<file path="config.mk">
export PLATFORM = sky130hd
export DESIGN_NAME = lmx_exec
export DESIGN_NICKNAME = d
export VERILOG_FILES = /design/src/core/lmx_pkg.sv /design/src/core/lmx_exec.sv
export SDC_FILE = /design/constraint.sdc
export NUM_CORES = 1
export LEC_CHECK = 0
export BUFFER_PORTS_ARGS = -buffer_cell sky130_fd_sc_hd__buf_2
export CORE_MARGIN = 2
export CORE_UTILIZATION = 56
export DETAILED_ROUTE_END_ITERATION = 8
export PLACE_DENSITY = 0.81
export SLEW_MARGIN = 5
export SYNTH_ARGS = -nofsm -noshare
export SYNTH_HDL_FRONTEND = slang
export SYNTH_SLANG_ARGS = --single-unit
</file>
<file path="constraint.sdc">
create_clock -name i_clk_sys -period 3.95 [get_ports i_clk_sys]
set_input_delay 0.395 -clock i_clk_sys [delete_from_list [all_inputs] [get_ports i_clk_sys]]
set_output_delay 0.395 -clock i_clk_sys [all_outputs]
set_load 0.005 [all_outputs]
</file>
<file path="src/core/lmx_pkg.sv">
package lmx_pkg;

   // ----------------------------------------
   // opcode encodings (14-bit instruction word)
   // ----------------------------------------
   localparam logic [13:0] LMX_OP_NOP        = 14'h0000;
   localparam logic [13:0] LMX_OP_RESET      = 14'h0001;
   localparam logic [13:0] LMX_MASK_BANK     = 14'h3FE0;
   localparam logic [13:0] LMX_OP_BANK       = 14'h0020;
   localparam logic [13:0] LMX_MASK_PAGE     = 14'h3F80;
   localparam logic [13:0] LMX_OP_PAGE       = 14'h3180;
   localparam logic [13:0] LMX_MASK_ACC      = 14'h3F00;
   localparam logic [13:0] LMX_OP_ACC        = 14'h3000;
   localparam logic [13:0] LMX_MASK_STORE    = 14'h3F80;
   localparam logic [13:0] LMX_OP_STORE      = 14'h0080;
   localparam logic [13:0] LMX_MASK_ISTORE   = 14'h3FF8;
   localparam logic [13:0] LMX_OP_ISTORE     = 14'h0018;
   localparam logic [13:0] LMX_MASK_ISTREL   = 14'h3F80;
   localparam logic [13:0] LMX_OP_ISTREL     = 14'h3F80;

   // ----------------------------------------
   // field positions
   // ----------------------------------------
   localparam int LMX_PTR_SEL_BIT  = 2;
   localparam int LMX_REL_SEL_BIT  = 6;

   // ----------------------------------------
   // pointer mode field values
   // ----------------------------------------
   localparam logic [1:0] LMX_MM_PREINC  = 2'h0;
   localparam logic [1:0] LMX_MM_PREDEC  = 2'h1;
   localparam logic [1:0] LMX_MM_POSTINC = 2'h2;
   localparam logic [1:0] LMX_MM_POSTDEC = 2'h3;

   // ----------------------------------------
   // reset values and pointer step
   // ----------------------------------------
   localparam logic [4:0]  LMX_BANK_RST   = 5'h00;
   localparam logic [6:0]  LMX_PAGE_RST   = 7'h00;
   localparam logic [7:0]  LMX_ACC_RST    = 8'h00;
   localparam logic [15:0] LMX_PTR_RST    = 16'h0000;
   localparam logic [15:0] LMX_PC_RST     = 16'h0000;
   localparam logic [15:0] LMX_PTR_ONE    = 16'h0001;

   typedef enum logic [2:0] {
      LMX_I_NONE,
      LMX_I_NOP,
      LMX_I_BANK,
      LMX_I_PAGE,
      LMX_I_ACC,
      LMX_I_STORE,
      LMX_I_ISTORE,
      LMX_I_RESET
   } lmx_instr_t;

endpackage

</file>
<file path="src/core/lmx_exec.sv">
`timescale 1ns/1ps
// How it works
// RQ1: load_bank_literal writes its 5-bit literal into the bank selection register, no flag touched.
// RQ2: load_page_literal writes its 7-bit literal into the program counter high latch, no flag touched.
// RQ3: load_accumulator_literal puts its 8-bit literal into the working register in one cycle.
// RQ4: store_accumulator writes the working register to the 7-bit addressed file register in one cycle.
// RQ5: indirect_store mode field 00/01/10/11 means preinc, predec, postinc, postdec.
// RQ6: the effective address is pointer+1 or pointer-1 for the pre modes, the pointer itself for the post modes, or pointer plus a signed -32..31 offset.
// RQ7: the pointer ends up +1 for increments, -1 for decrements, unchanged for the offset form.
// RQ8: indirect data locations are virtual, an access goes to the address held in the pointer.
// RQ9: each pointer is 16 bits wide and wraps modulo 65536.
// RQ10: indirect stores and pointer updates never touch a status flag.
// RQ11: the reset instruction performs a full reset and clears the reset instruction flag.
// RQ12: no_operation_instr only advances the program counter in one cycle.
module lmx_exec
   import lmx_pkg::*;
(
   // clock and reset
   input  wire logic        i_clk_sys,
   input  wire logic        i_sys_rst,
   // instruction issue
   input  wire logic        i_instr_valid,
   input  wire logic [13:0] i_instr,
   // register state
   output logic      [4:0]  o_bank_selection_register,
   output logic      [6:0]  o_program_counter_high_latch,
   output logic      [7:0]  o_accumulator,
   output logic      [15:0] o_indirect_pointer0,
   output logic      [15:0] o_indirect_pointer1,
   output logic      [15:0] o_pc,
   output logic             o_reset_instruction_flag,
   output logic             o_status_we,
   // data memory write
   output logic             o_mem_we,
   output logic      [15:0] o_mem_addr,
   output logic      [7:0]  o_mem_wdata,
   // soft reset request
   output logic             o_soft_reset
);

   // ----------------------------------------
   // decode
   // ----------------------------------------
   function automatic logic op_match(input logic [13:0] w, input logic [13:0] m, input logic [13:0] v);
      return (w & m) == v;
   endfunction

   lmx_instr_t  kind;
   logic        ptr_sel;
   logic [1:0]  mode;
   logic        rel_form;
   logic [15:0] ptr_cur;
   logic [15:0] ptr_nxt;
   logic [15:0] eff_addr;
   logic [15:0] rel_off;
   logic        soft_rst_r;

   // drop anything issued while the soft reset clears state, so nothing re-arms it
   always_comb begin
      kind = LMX_I_NONE;
      if (i_instr_valid && !soft_rst_r) begin // [RQ11]
         if (i_instr == LMX_OP_NOP) begin
            kind = LMX_I_NOP; // [RQ12]
         end else if (i_instr == LMX_OP_RESET) begin
            kind = LMX_I_RESET;
         end else if (op_match(i_instr, LMX_MASK_BANK, LMX_OP_BANK)) begin
            kind = LMX_I_BANK;
         end else if (op_match(i_instr, LMX_MASK_PAGE, LMX_OP_PAGE)) begin
            kind = LMX_I_PAGE;
         end else if (op_match(i_instr, LMX_MASK_ACC, LMX_OP_ACC)) begin
            kind = LMX_I_ACC;
         end else if (op_match(i_instr, LMX_MASK_STORE, LMX_OP_STORE)) begin
            kind = LMX_I_STORE;
         end else if (op_match(i_instr, LMX_MASK_ISTORE, LMX_OP_ISTORE) ||
                      op_match(i_instr, LMX_MASK_ISTREL, LMX_OP_ISTREL)) begin
            kind = LMX_I_ISTORE;
         end
      end
   end

   // ----------------------------------------
   // indirect address generation
   // ----------------------------------------
   assign rel_form = op_match(i_instr, LMX_MASK_ISTREL, LMX_OP_ISTREL);
   assign ptr_sel  = rel_form ? i_instr[LMX_REL_SEL_BIT] : i_instr[LMX_PTR_SEL_BIT];
   assign mode     = i_instr[1:0];
   assign ptr_cur  = ptr_sel ? o_indirect_pointer1 : o_indirect_pointer0;
   assign rel_off  = {{10{i_instr[5]}}, i_instr[5:0]}; // [RQ6]

   // 16-bit adders wrap naturally, no range check needed
   always_comb begin
      eff_addr = ptr_cur;
      ptr_nxt  = ptr_cur;
      if (rel_form) begin
         eff_addr = ptr_cur + rel_off; // [RQ6] [RQ7]
      end else begin
         case (mode) // [RQ5]
            LMX_MM_PREINC: begin
               eff_addr = ptr_cur + LMX_PTR_ONE; // [RQ6]
               ptr_nxt  = ptr_cur + LMX_PTR_ONE; // [RQ9]
            end
            LMX_MM_PREDEC: begin
               eff_addr = ptr_cur - LMX_PTR_ONE;
               ptr_nxt  = ptr_cur - LMX_PTR_ONE; // [RQ9]
            end
            LMX_MM_POSTINC: begin
               ptr_nxt  = ptr_cur + LMX_PTR_ONE; // [RQ7]
            end
            LMX_MM_POSTDEC: begin
               ptr_nxt  = ptr_cur - LMX_PTR_ONE; // [RQ7]
            end
            default: begin
               ptr_nxt  = ptr_cur;
            end
         endcase
      end
   end

   // ----------------------------------------
   // architectural registers
   // ----------------------------------------
   // soft reset is a registered reset of all state except the reset flag, one cycle after the instruction
   always_ff @(posedge i_clk_sys) begin
      if (i_sys_rst || soft_rst_r) begin // [RQ11]
         o_bank_selection_register    <= LMX_BANK_RST;
         o_program_counter_high_latch <= LMX_PAGE_RST;
         o_accumulator                <= LMX_ACC_RST;
         o_indirect_pointer0          <= LMX_PTR_RST;
         o_indirect_pointer1          <= LMX_PTR_RST;
      end else begin
         case (kind)
            LMX_I_BANK:  o_bank_selection_register    <= i_instr[4:0]; // [RQ1]
            LMX_I_PAGE:  o_program_counter_high_latch <= i_instr[6:0]; // [RQ2]
            LMX_I_ACC:   o_accumulator                <= i_instr[7:0]; // [RQ3]
            LMX_I_ISTORE: begin
               if (ptr_sel) begin
                  o_indirect_pointer1 <= ptr_nxt; // [RQ7]
               end else begin
                  o_indirect_pointer0 <= ptr_nxt;
               end
            end
            default: begin
            end
         endcase
      end
   end

   // ----------------------------------------
   // program counter
   // ----------------------------------------
   always_ff @(posedge i_clk_sys) begin
      if (i_sys_rst || soft_rst_r) begin
         o_pc <= LMX_PC_RST;
      end else if (kind != LMX_I_NONE && kind != LMX_I_RESET) begin
         o_pc <= o_pc + LMX_PTR_ONE; // [RQ12]
      end
   end

   // ----------------------------------------
   // soft reset and reset flag
   // ----------------------------------------
   always_ff @(posedge i_clk_sys) begin
      if (i_sys_rst) begin
         soft_rst_r <= 1'b0;
      end else begin
         soft_rst_r <= (kind == LMX_I_RESET); // [RQ11]
      end
   end

   // flag is active-low style: set by power-on, cleared by the reset instruction
   always_ff @(posedge i_clk_sys) begin
      if (i_sys_rst) begin
         o_reset_instruction_flag <= 1'b1;
      end else if (kind == LMX_I_RESET) begin
         o_reset_instruction_flag <= 1'b0; // [RQ11]
      end
   end

   assign o_soft_reset = soft_rst_r;
   assign o_status_we  = 1'b0; // [RQ10]

   // ----------------------------------------
   // memory write port
   // ----------------------------------------
   always_ff @(posedge i_clk_sys) begin
      if (i_sys_rst || soft_rst_r) begin
         o_mem_we    <= 1'b0;
         o_mem_addr  <= LMX_PTR_RST;
         o_mem_wdata <= LMX_ACC_RST;
      end else begin
         o_mem_we    <= (kind == LMX_I_STORE) || (kind == LMX_I_ISTORE);
         o_mem_wdata <= o_accumulator;
         if (kind == LMX_I_STORE) begin
            o_mem_addr <= {o_bank_selection_register, 4'h0, i_instr[6:0]}; // [RQ4]
         end else begin
            o_mem_addr <= eff_addr; // [RQ8]
         end
      end
   end

   // ----------------------------------------
   // checks
   // ----------------------------------------
   property p_bank;
      @(posedge i_clk_sys) disable iff (i_sys_rst || soft_rst_r)
      (kind == LMX_I_BANK) |=> (o_bank_selection_register == $past(i_instr[4:0]));
   endproperty
   a_bank: assert property (p_bank) else $error("bank literal not loaded"); // [RQ1]

   property p_page;
      @(posedge i_clk_sys) disable iff (i_sys_rst || soft_rst_r)
      (kind == LMX_I_PAGE) |=> (o_program_counter_high_latch == $past(i_instr[6:0]));
   endproperty
   a_page: assert property (p_page) else $error("page literal not loaded"); // [RQ2]

   property p_acc;
      @(posedge i_clk_sys) disable iff (i_sys_rst || soft_rst_r)
      (kind == LMX_I_ACC) |=> (o_accumulator == $past(i_instr[7:0]));
   endproperty
   a_acc: assert property (p_acc) else $error("accumulator literal not loaded"); // [RQ3]

   property p_store;
      @(posedge i_clk_sys) disable iff (i_sys_rst || soft_rst_r)
      (kind == LMX_I_STORE) |=> (o_mem_we && o_mem_wdata == $past(o_accumulator)
                                 && o_mem_addr[6:0] == $past(i_instr[6:0]));
   endproperty
   a_store: assert property (p_store) else $error("store write wrong"); // [RQ4]

   property p_preinc;
      @(posedge i_clk_sys) disable iff (i_sys_rst || soft_rst_r)
      (kind == LMX_I_ISTORE && !rel_form && mode == LMX_MM_PREINC)
         |=> (o_mem_addr == $past(ptr_cur) + LMX_PTR_ONE);
   endproperty
   a_preinc: assert property (p_preinc) else $error("preincrement address wrong"); // [RQ5]

   property p_rel;
      @(posedge i_clk_sys) disable iff (i_sys_rst || soft_rst_r)
      (kind == LMX_I_ISTORE && rel_form) |=> (o_mem_addr == $past(ptr_cur) + $past(rel_off));
   endproperty
   a_rel: assert property (p_rel) else $error("relative address wrong"); // [RQ6]

   property p_postdec;
      @(posedge i_clk_sys) disable iff (i_sys_rst || soft_rst_r)
      (kind == LMX_I_ISTORE && !rel_form && mode == LMX_MM_POSTDEC && !ptr_sel)
         |=> (o_indirect_pointer0 == $past(o_indirect_pointer0) - LMX_PTR_ONE
              && o_mem_addr == $past(o_indirect_pointer0));
   endproperty
   a_postdec: assert property (p_postdec) else $error("postdecrement wrong"); // [RQ7]

   property p_wrap;
      @(posedge i_clk_sys) disable iff (i_sys_rst || soft_rst_r)
      (kind == LMX_I_ISTORE && !rel_form && mode == LMX_MM_POSTINC && !ptr_sel
       && o_indirect_pointer0 == 16'hFFFF) |=> (o_indirect_pointer0 == 16'h0000);
   endproperty
   a_wrap: assert property (p_wrap) else $error("pointer did not wrap"); // [RQ9]

   property p_nostatus;
      @(posedge i_clk_sys) disable iff (i_sys_rst)
      !o_status_we;
   endproperty
   a_nostatus: assert property (p_nostatus) else $error("status written"); // [RQ10]

   property p_reset;
      @(posedge i_clk_sys) disable iff (i_sys_rst)
      (kind == LMX_I_RESET) |=> (o_soft_reset && !o_reset_instruction_flag) ##1 (o_pc == LMX_PC_RST);
   endproperty
   a_reset: assert property (p_reset) else $error("soft reset wrong"); // [RQ11]

   property p_nop;
      @(posedge i_clk_sys) disable iff (i_sys_rst || soft_rst_r)
      (kind == LMX_I_NOP) |=> (o_pc == $past(o_pc) + LMX_PTR_ONE && !o_mem_we
                               && $stable(o_accumulator));
   endproperty
   a_nop: assert property (p_nop) else $error("nop changed state"); // [RQ12]

   c_istore: cover property (@(posedge i_clk_sys) kind == LMX_I_ISTORE && !rel_form);
   c_rel:    cover property (@(posedge i_clk_sys) kind == LMX_I_ISTORE && rel_form);
   c_reset:  cover property (@(posedge i_clk_sys) kind == LMX_I_RESET);
   c_store:  cover property (@(posedge i_clk_sys) kind == LMX_I_STORE);

endmodule // lmx_exec

</file>
==> results_dict.tcl, run 1 <==
set metrics [dict create \
    status "completed" \
    swShare 0.280 \
    critPathLaunchType "input pin" \
    grt_pass1_vias 5596 \
    synthArstFlopShare 0 \
    drc 0 \
    stdcell_count 995 \
    cp_max_fo 12 \
    die_w_um 107 \
    fin_skew_ns 0.00943 \
    holdWs_ns 0.187 \
    yosys.area_share.simple 0.261 \
    p_clk_frac 0.382 \
    coreArea_um2 10300 \
    power_frac_seq 0.515 \
    overflow 0 \
    clock-sinks 95 \
    p_sw_w 0.000526 \
    clk_pin_slew_ns 0.10 \
    criticalPathCategory "input pin to flip-flop" \
    leakagePower_nw 3.05 \
    vias 6026 \
    worstPathRequired_ns 4.23 \
    yosys.area_share.xor_xnor 0.0693 \
    startpoint "i_instr[7]" \
    yosys_warnings 0 \
    synth_top_area_frac 0.320 \
    critPathMostFrequentCell "o21ai_0" \
    initial_utilization 0.576 \
    wire_per_inst_um 18.6 \
    io_buffers 111 \
    insertion_delay_ns 0.40 \
    cpMaxStageDelayCell "o31ai_1" \
    synth-main-ff-cell "dfxtp_1" \
    endpoint_kind "flip-flop" \
    ant_nets 0 \
    syn_inst 741 \
    muxShareOfSynthArea 0.0741 \
    place_hpwl_um 13800 \
    cts_tree "done" \
    num_rows 37 \
    diodes 0 \
    cts_root_buf "clkbuf_8" \
    fillCellCount 895 \
    synth_edf_count 0 \
    ff2ff_setup_slack_ns 0.89 \
    placedCellCount 979 \
    post_cts_buffers 0 \
    tightest_slew_ns 1.03 \
    drive_gt1_frac 0.214 \
    tns_ns 0 \
    rsz0062_at_grt "false" \
    mostFrequentLayoutCell "buf_2" \
    synthToLayoutAreaGrowth_pct 16.8 \
    synth_top_family_by_area "simple AND/OR/NAND/NOR gates" \
    cts_buffers 9 \
    die_h_um 107 \
    path_cells "buf_2, and4_4, a21oi_1, o21ai_0, and2_0, inv_1, ha_1, nor2_1, a2111oi_0, o31ai_1, a21o_1, and2_1, o21ai_0, a41oi_1, mux2i_1, nor4_1" \
    globalplace.congestion 0.979 \
    io_pins 113 \
    power_frac_comb 0.103 \
    ys_types 69 \
    max_stage_delay_ns 0.50 \
    htree_levels 3 \
    grt_usage 0.328 \
    power_w 0.00188 \
    drt_first_pass_iters 5 \
    hold_depth 2 \
    die_area_um2 11500 \
    peakVddDrop_v 0.000288 \
    cts_hold_buf 0 \
    fmax_ghz 0.297 \
    synth_compound_gate_area_share 0.192 \
    timing.max_cap.violations 0 \
    syn_nets 776 \
    cts_buffer_depth 2 \
    post_cts_resized 0 \
    drt_wl_total_um 18500 \
    final_cell_area_um2 6940 \
    timing.critical_path.to "o_mem_addr[15]$_SDFF_PP0_" \
    avgSynthCellArea_um2 8.02 \
    hp-class "input pin to flip-flop" \
    final_cell_mix "buf_2, nor2_1, dfxtp_1, nand2_1, a21oi_1" \
    grt_max_degree 44 \
    grt_pass1_wl_um 29500 \
    critPathArrivalTime_ns 3.65 \
    reg2reg_from "o_indirect_pointer0[0]$_SDFFE_PP0P_" \
    synthAdderAreaFrac 0.0379 \
    drv_slew 0 \
    slew_headroom 0.312 \
    reg2regPathDepth 13 \
    power_density_nw_per_um2 271 \
    yosys.area.top_type "dfxtp_1" \
    synthesis.area_um2 5940 \
    finalNetCount 889 \
    grt_antenna_before_repair 0 \
    rr_endpoint "o_mem_addr[15]$_SDFF_PP0_" \
    intPower_w 0.00135 \
    drtIter0Drc 501 \
    hold_viol 0 \
    synth.area.top_cells "dfxtp_1, mux2i_1, nor2_1" \
    synth-seq-cells 95 \
    viasPerCell 6.06 \
    finalCritPeriodShare 0.853 \
    ys_seq_area_frac 0.320 \
    setup_viol_count_final 0 \
    fin_crit_ns 3.37 \
    placed_area_um2 6730 \
]
## worst max-delay path, delay by kind of cell
family / cells / cell delay, ns
adder cells (fa/ha/maj): 1 / 0.21
buffers and inverters: 2 / 0.20
AO/OA/AOI/OAI: 7 / 1.70
AND/OR/NAND/NOR: 5 / 0.88
multiplexers: 1 / 0.24
## kinds of logic after synthesis
family          after synthesis
xor+xnor                     47
simple gates                309
mux                          44
buf+inv                      67
other cells                   1
fa+ha+maj                    18
compound gates              160
flops                        95
## worst min-delay path by stage
| stage | start | to | slack, ns |
|---|---|---|---|
| 2_1_floorplan | o_reset_instruction_flag$_SDFFE_PP1P_ | o_reset_instruction_flag$_SDFFE_PP1P_ | 0.45 |
| 3_3_place_gp | o_reset_instruction_flag$_SDFFE_PP1P_ | o_reset_instruction_flag$_SDFFE_PP1P_ | 0.44 |
| 3_5_place_dp | o_reset_instruction_flag$_SDFFE_PP1P_ | o_reset_instruction_flag$_SDFFE_PP1P_ | 0.44 |
| 4_1_cts | i_sys_rst | o_soft_reset$_SDFF_PP0_ | 0.18 |
| 5_1_grt | i_sys_rst | o_soft_reset$_SDFF_PP0_ | 0.20 |
| 6_report | i_sys_rst | o_soft_reset$_SDFF_PP0_ | 0.19 |
## state kept, by name, summed over array words and instances, names as in the netlist
signal,cells
o_program_counter_high_latch,7
o_pc,16
o_indirect_pointer1,16
o_bank_selection_register,5
o_mem_we,1
o_mem_wdata,8
o_indirect_pointer0,16
o_mem_addr,16
o_reset_instruction_flag,1
o_accumulator,8
o_soft_reset,1
## per-layer routing
metal,vias up,GRT usage,part of all wire
met5,-,0,0
met4,0,0.135,0.027
met3,37,0.0565,0.067
met2,242,0.496,0.45
met1,2865,0.459,0.46
li1,2882,-,-
## cell type report
type	count	area [µm²]	area share
clock buffer	10	138	0.0198
sequential	95	1900	0.274
inverter	27	101	0.0146
clock inverter	6	76.3	0.0110
tap	136	170	0.0245
multi-input combinational	579	3770	0.543
timing repair buffer	142	788	0.114
## power groups by stage
| stage | sequential, W | combinational [W] | clock (W) |
|---|---|---|---|
| 2_1_floorplan | 0.000992 | 0.000121 | 0 |
| 3_3_place_gp | 0.000991 | 0.000186 | 0 |
| 3_5_place_dp | 0.000991 | 0.000189 | 0 |
| 4_1_cts | 0.000969 | 0.000191 | 0.000714 |
| 5_1_grt | 0.000970 | 0.000210 | 0.000758 |
| 6_report | 0.000969 | 0.000194 | 0.000718 |
## synth_stat cells (5+ instances only)
library cell	count
nand4_1	17
or3_1	12
inv_1	22
nor3_1	17
nor2b_1	5
and2_1	17
buf_2	5
nor2_1	102
xnor2_1	36
ha_1	18
o21ai_0	28
xor2_1	11
nor4_1	5
o211ai_1	5
and3_1	11
nand2b_1	14
a21o_1	5
a21oi_1	53
nand2_1	56
mux2i_1	44
a211oi_1	14
clkbuf_1	31
dfxtp_1	95
nand3_1	29
## through the flow
| step | utilization | setup WS, ns |
|---|---|---|
| final | 0.673 | 0.582 |
| after floorplan | - | 0.585 |
| after detailed placement | 0.652 | 0.269 |
| after global routing | 0.673 | 0.274 |
| after CTS | 0.673 | 0.658 |
| after global placement | 0.652 | 0.387 |
(Power assumes the default switching activity.)
==> run 2, diff against run 1 <==
--- a/config.mk
+++ b/config.mk
@@ -7,9 +7,9 @@
 export LEC_CHECK = 0
 export BUFFER_PORTS_ARGS = -buffer_cell sky130_fd_sc_hd__buf_2
 export CORE_MARGIN = 2
-export CORE_UTILIZATION = 56
+export CORE_UTILIZATION = 60
 export DETAILED_ROUTE_END_ITERATION = 8
-export PLACE_DENSITY = 0.81
+export PLACE_DENSITY = 0.85
 export SLEW_MARGIN = 5
 export SYNTH_ARGS = -nofsm -noshare
 export SYNTH_HDL_FRONTEND = slang
==> constraint.sdc (replaced) <==
create_clock -name i_clk_sys -period 4.3 [get_ports i_clk_sys]
set_input_delay 0.43 -clock i_clk_sys [delete_from_list [all_inputs] [get_ports i_clk_sys]]
set_output_delay 0.43 -clock i_clk_sys [all_outputs]
set_load 0.005 [all_outputs]
==> run 2 against run 1 <==
  * Routed wire length is 5.2% lower
  * Non-clock buffer count is 11 lower
  * First-iteration DRC count is 32% higher
  * Utilization is 3.2 points higher
  * Register-to-register slack better by 0.21 ns
  * Worst setup slack better by 0.14 ns
  * Global-route usage is 0.23 points lower
  * Clock power is 21% lower
  * Largest power group unchanged
  * Critical path type unchanged
  * Critical path depth stayed put
  * Critical endpoint unchanged
  * Via count stayed put
==> results_dict.tcl, run 2 (synthesis results as in run 1) <==
set metrics [dict create \
    globalplace.congestion 0.975 \
    met3_usage 0.0522 \
    fin_crit_ns 3.58 \
    grt_util_met2 0.541 \
    mostFrequentLayoutCell "buf_2" \
    critPathMostFrequentCell "nand3_1" \
    hp-class "input pin to flip-flop" \
    criticalPathCategory "input pin to flip-flop" \
    critPathArrivalTime_ns 3.81 \
    max_stage_delay_ns 0.46 \
    status "completed" \
    wire_per_inst_um 17.9 \
    final_cell_mix "buf_2, nor2_1, dfxtp_1, nand2_1, a21oi_1" \
    synthToLayoutAreaGrowth_pct 14.8 \
    viasPerCell 6.15 \
    fin_util 0.705 \
    path_cells "buf_2, and4_4, nand3_1, nand3_1, and2_0, inv_1, ha_1, nor2_1, a2111oi_0, o31ai_1, a21o_1, and2_1, o21ai_0, a41oi_1, mux2i_1, nor4_1" \
    grt_max_degree 39 \
    cpMaxStageDelayCell "o31ai_1" \
    initial_utilization 0.614 \
    insertion_delay_ns 0.38 \
    io_pins 113 \
    coreArea_um2 9680 \
    finalCritPeriodShare 0.833 \
    grt_usage 0.325 \
    worst_slack_ns 0.718 \
    grt_antenna_before_repair 0 \
    tightest_slew_ns 1.10 \
    place_ws_ns 0.405 \
    power_w 0.00163 \
    io_buffers 111 \
    worstPathRequired_ns 4.53 \
    clock-sinks 95 \
    drive_gt1_frac 0.203 \
    drc 0 \
    place_hpwl_um 12900 \
    endpoint_kind "flip-flop" \
    critPathLaunchType "input pin" \
    die_area_um2 10700 \
    fin_skew_ns 0.0144 \
    grt-busiest-layer "met2" \
    grt.met1_usage 0.442 \
    cts_buffer_depth 2 \
    leakagePower_nw 2.98 \
    overflow 0 \
    slew_headroom 0.266 \
    cp_max_fo 12 \
    peakVddDrop_v 0.000158 \
    setup_viol_count_final 0 \
    ant_nets 0 \
    cts_root_buf "clkbuf_8" \
    die_w_um 104 \
    drv_slew 0 \
    grt_pass1_wl_um 28500 \
    grt_pass1_vias 5470 \
    rsz0062_at_grt "false" \
    post_cts_buffers 0 \
    vias 6026 \
    diodes 0 \
    timing.max_cap.violations 0 \
    htree_levels 3 \
    cts_tree "done" \
    drt_first_pass_iters 5 \
    cts_hold_buf 0 \
    drtIter0Drc 660 \
    power_density_nw_per_um2 239 \
    drt_wl_total_um 17600 \
    post_cts_resized 0 \
    num_rows 36 \
    clk_pin_slew_ns 0.10 \
    fmax_ghz 0.279 \
    hold_viol 0 \
    cts_buffers 9 \
    die_h_um 104 \
    finalNetCount 878 \
    holdWs_ns 0.251 \
    tns_ns 0 \
]
-- run 2: metrics by stage --
step / std cells / instance area [µm²]
finish: 980 / 6820
global route: 980 / 6820
CTS: 980 / 6820
detailed placement: 965 / 6640
global placement: 965 / 6640
floorplan: 741 / 5940
-- run 2: final cells by class --
type / instances / area [µm²]
Clock buffer: 10 / 138
Inverter: 27 / 101
Sequential cell: 95 / 1900
Multi-Input combinational cell: 579 / 3770
Tap cell: 133 / 166
Clock inverter: 5 / 42.5
Fill cell: 810 / 2860
Timing Repair Buffer: 131 / 706
-- run 2: power breakdown --
| part | internal (W) | switching [W] | total, W |
|---|---|---|---|
| sequential | 0.000887 | 0.00000278 | 0.000890 |
| clock | 0.000230 | 0.000338 | 0.000568 |
| combinational | 0.0000599 | 0.000114 | 0.000174 |
| total | 0.00118 | 0.000455 | 0.00163 |
-- run 2: metal layers --
layer / routed length, µm / vias to the layer above
met5: 0 / -
met4: 372 / 0
met3: 1650 / 36
met2: 8280 / 313
met1: 7270 / 2824
li1: - / 2853
-- run 2: worst paths after layout --
kind	from	end	slack (ns)	depth (start not counted)
worst max-delay path	i_instr[7]	o_mem_addr[15]$_SDFF_PP0_	0.72	16
worst min-delay path	i_sys_rst	o_soft_reset$_SDFF_PP0_	0.25	2
worst max register to register	o_indirect_pointer1[0]$_SDFFE_PP0P_	o_mem_addr[15]$_SDFF_PP0_	1.10	13
worst min register to register	o_reset_instruction_flag$_SDFFE_PP1P_	o_reset_instruction_flag$_SDFFE_PP1P_	0.46	1
-- run 2: worst max-delay path, delay by kind of cell --
family	cells	cell delay, ns
muxes	1	0.26
AOI/OAI and AO/OA	5	1.26
and+or+nand+nor	7	1.42
adders and majority gates	1	0.22
buffers and inverters	2	0.23
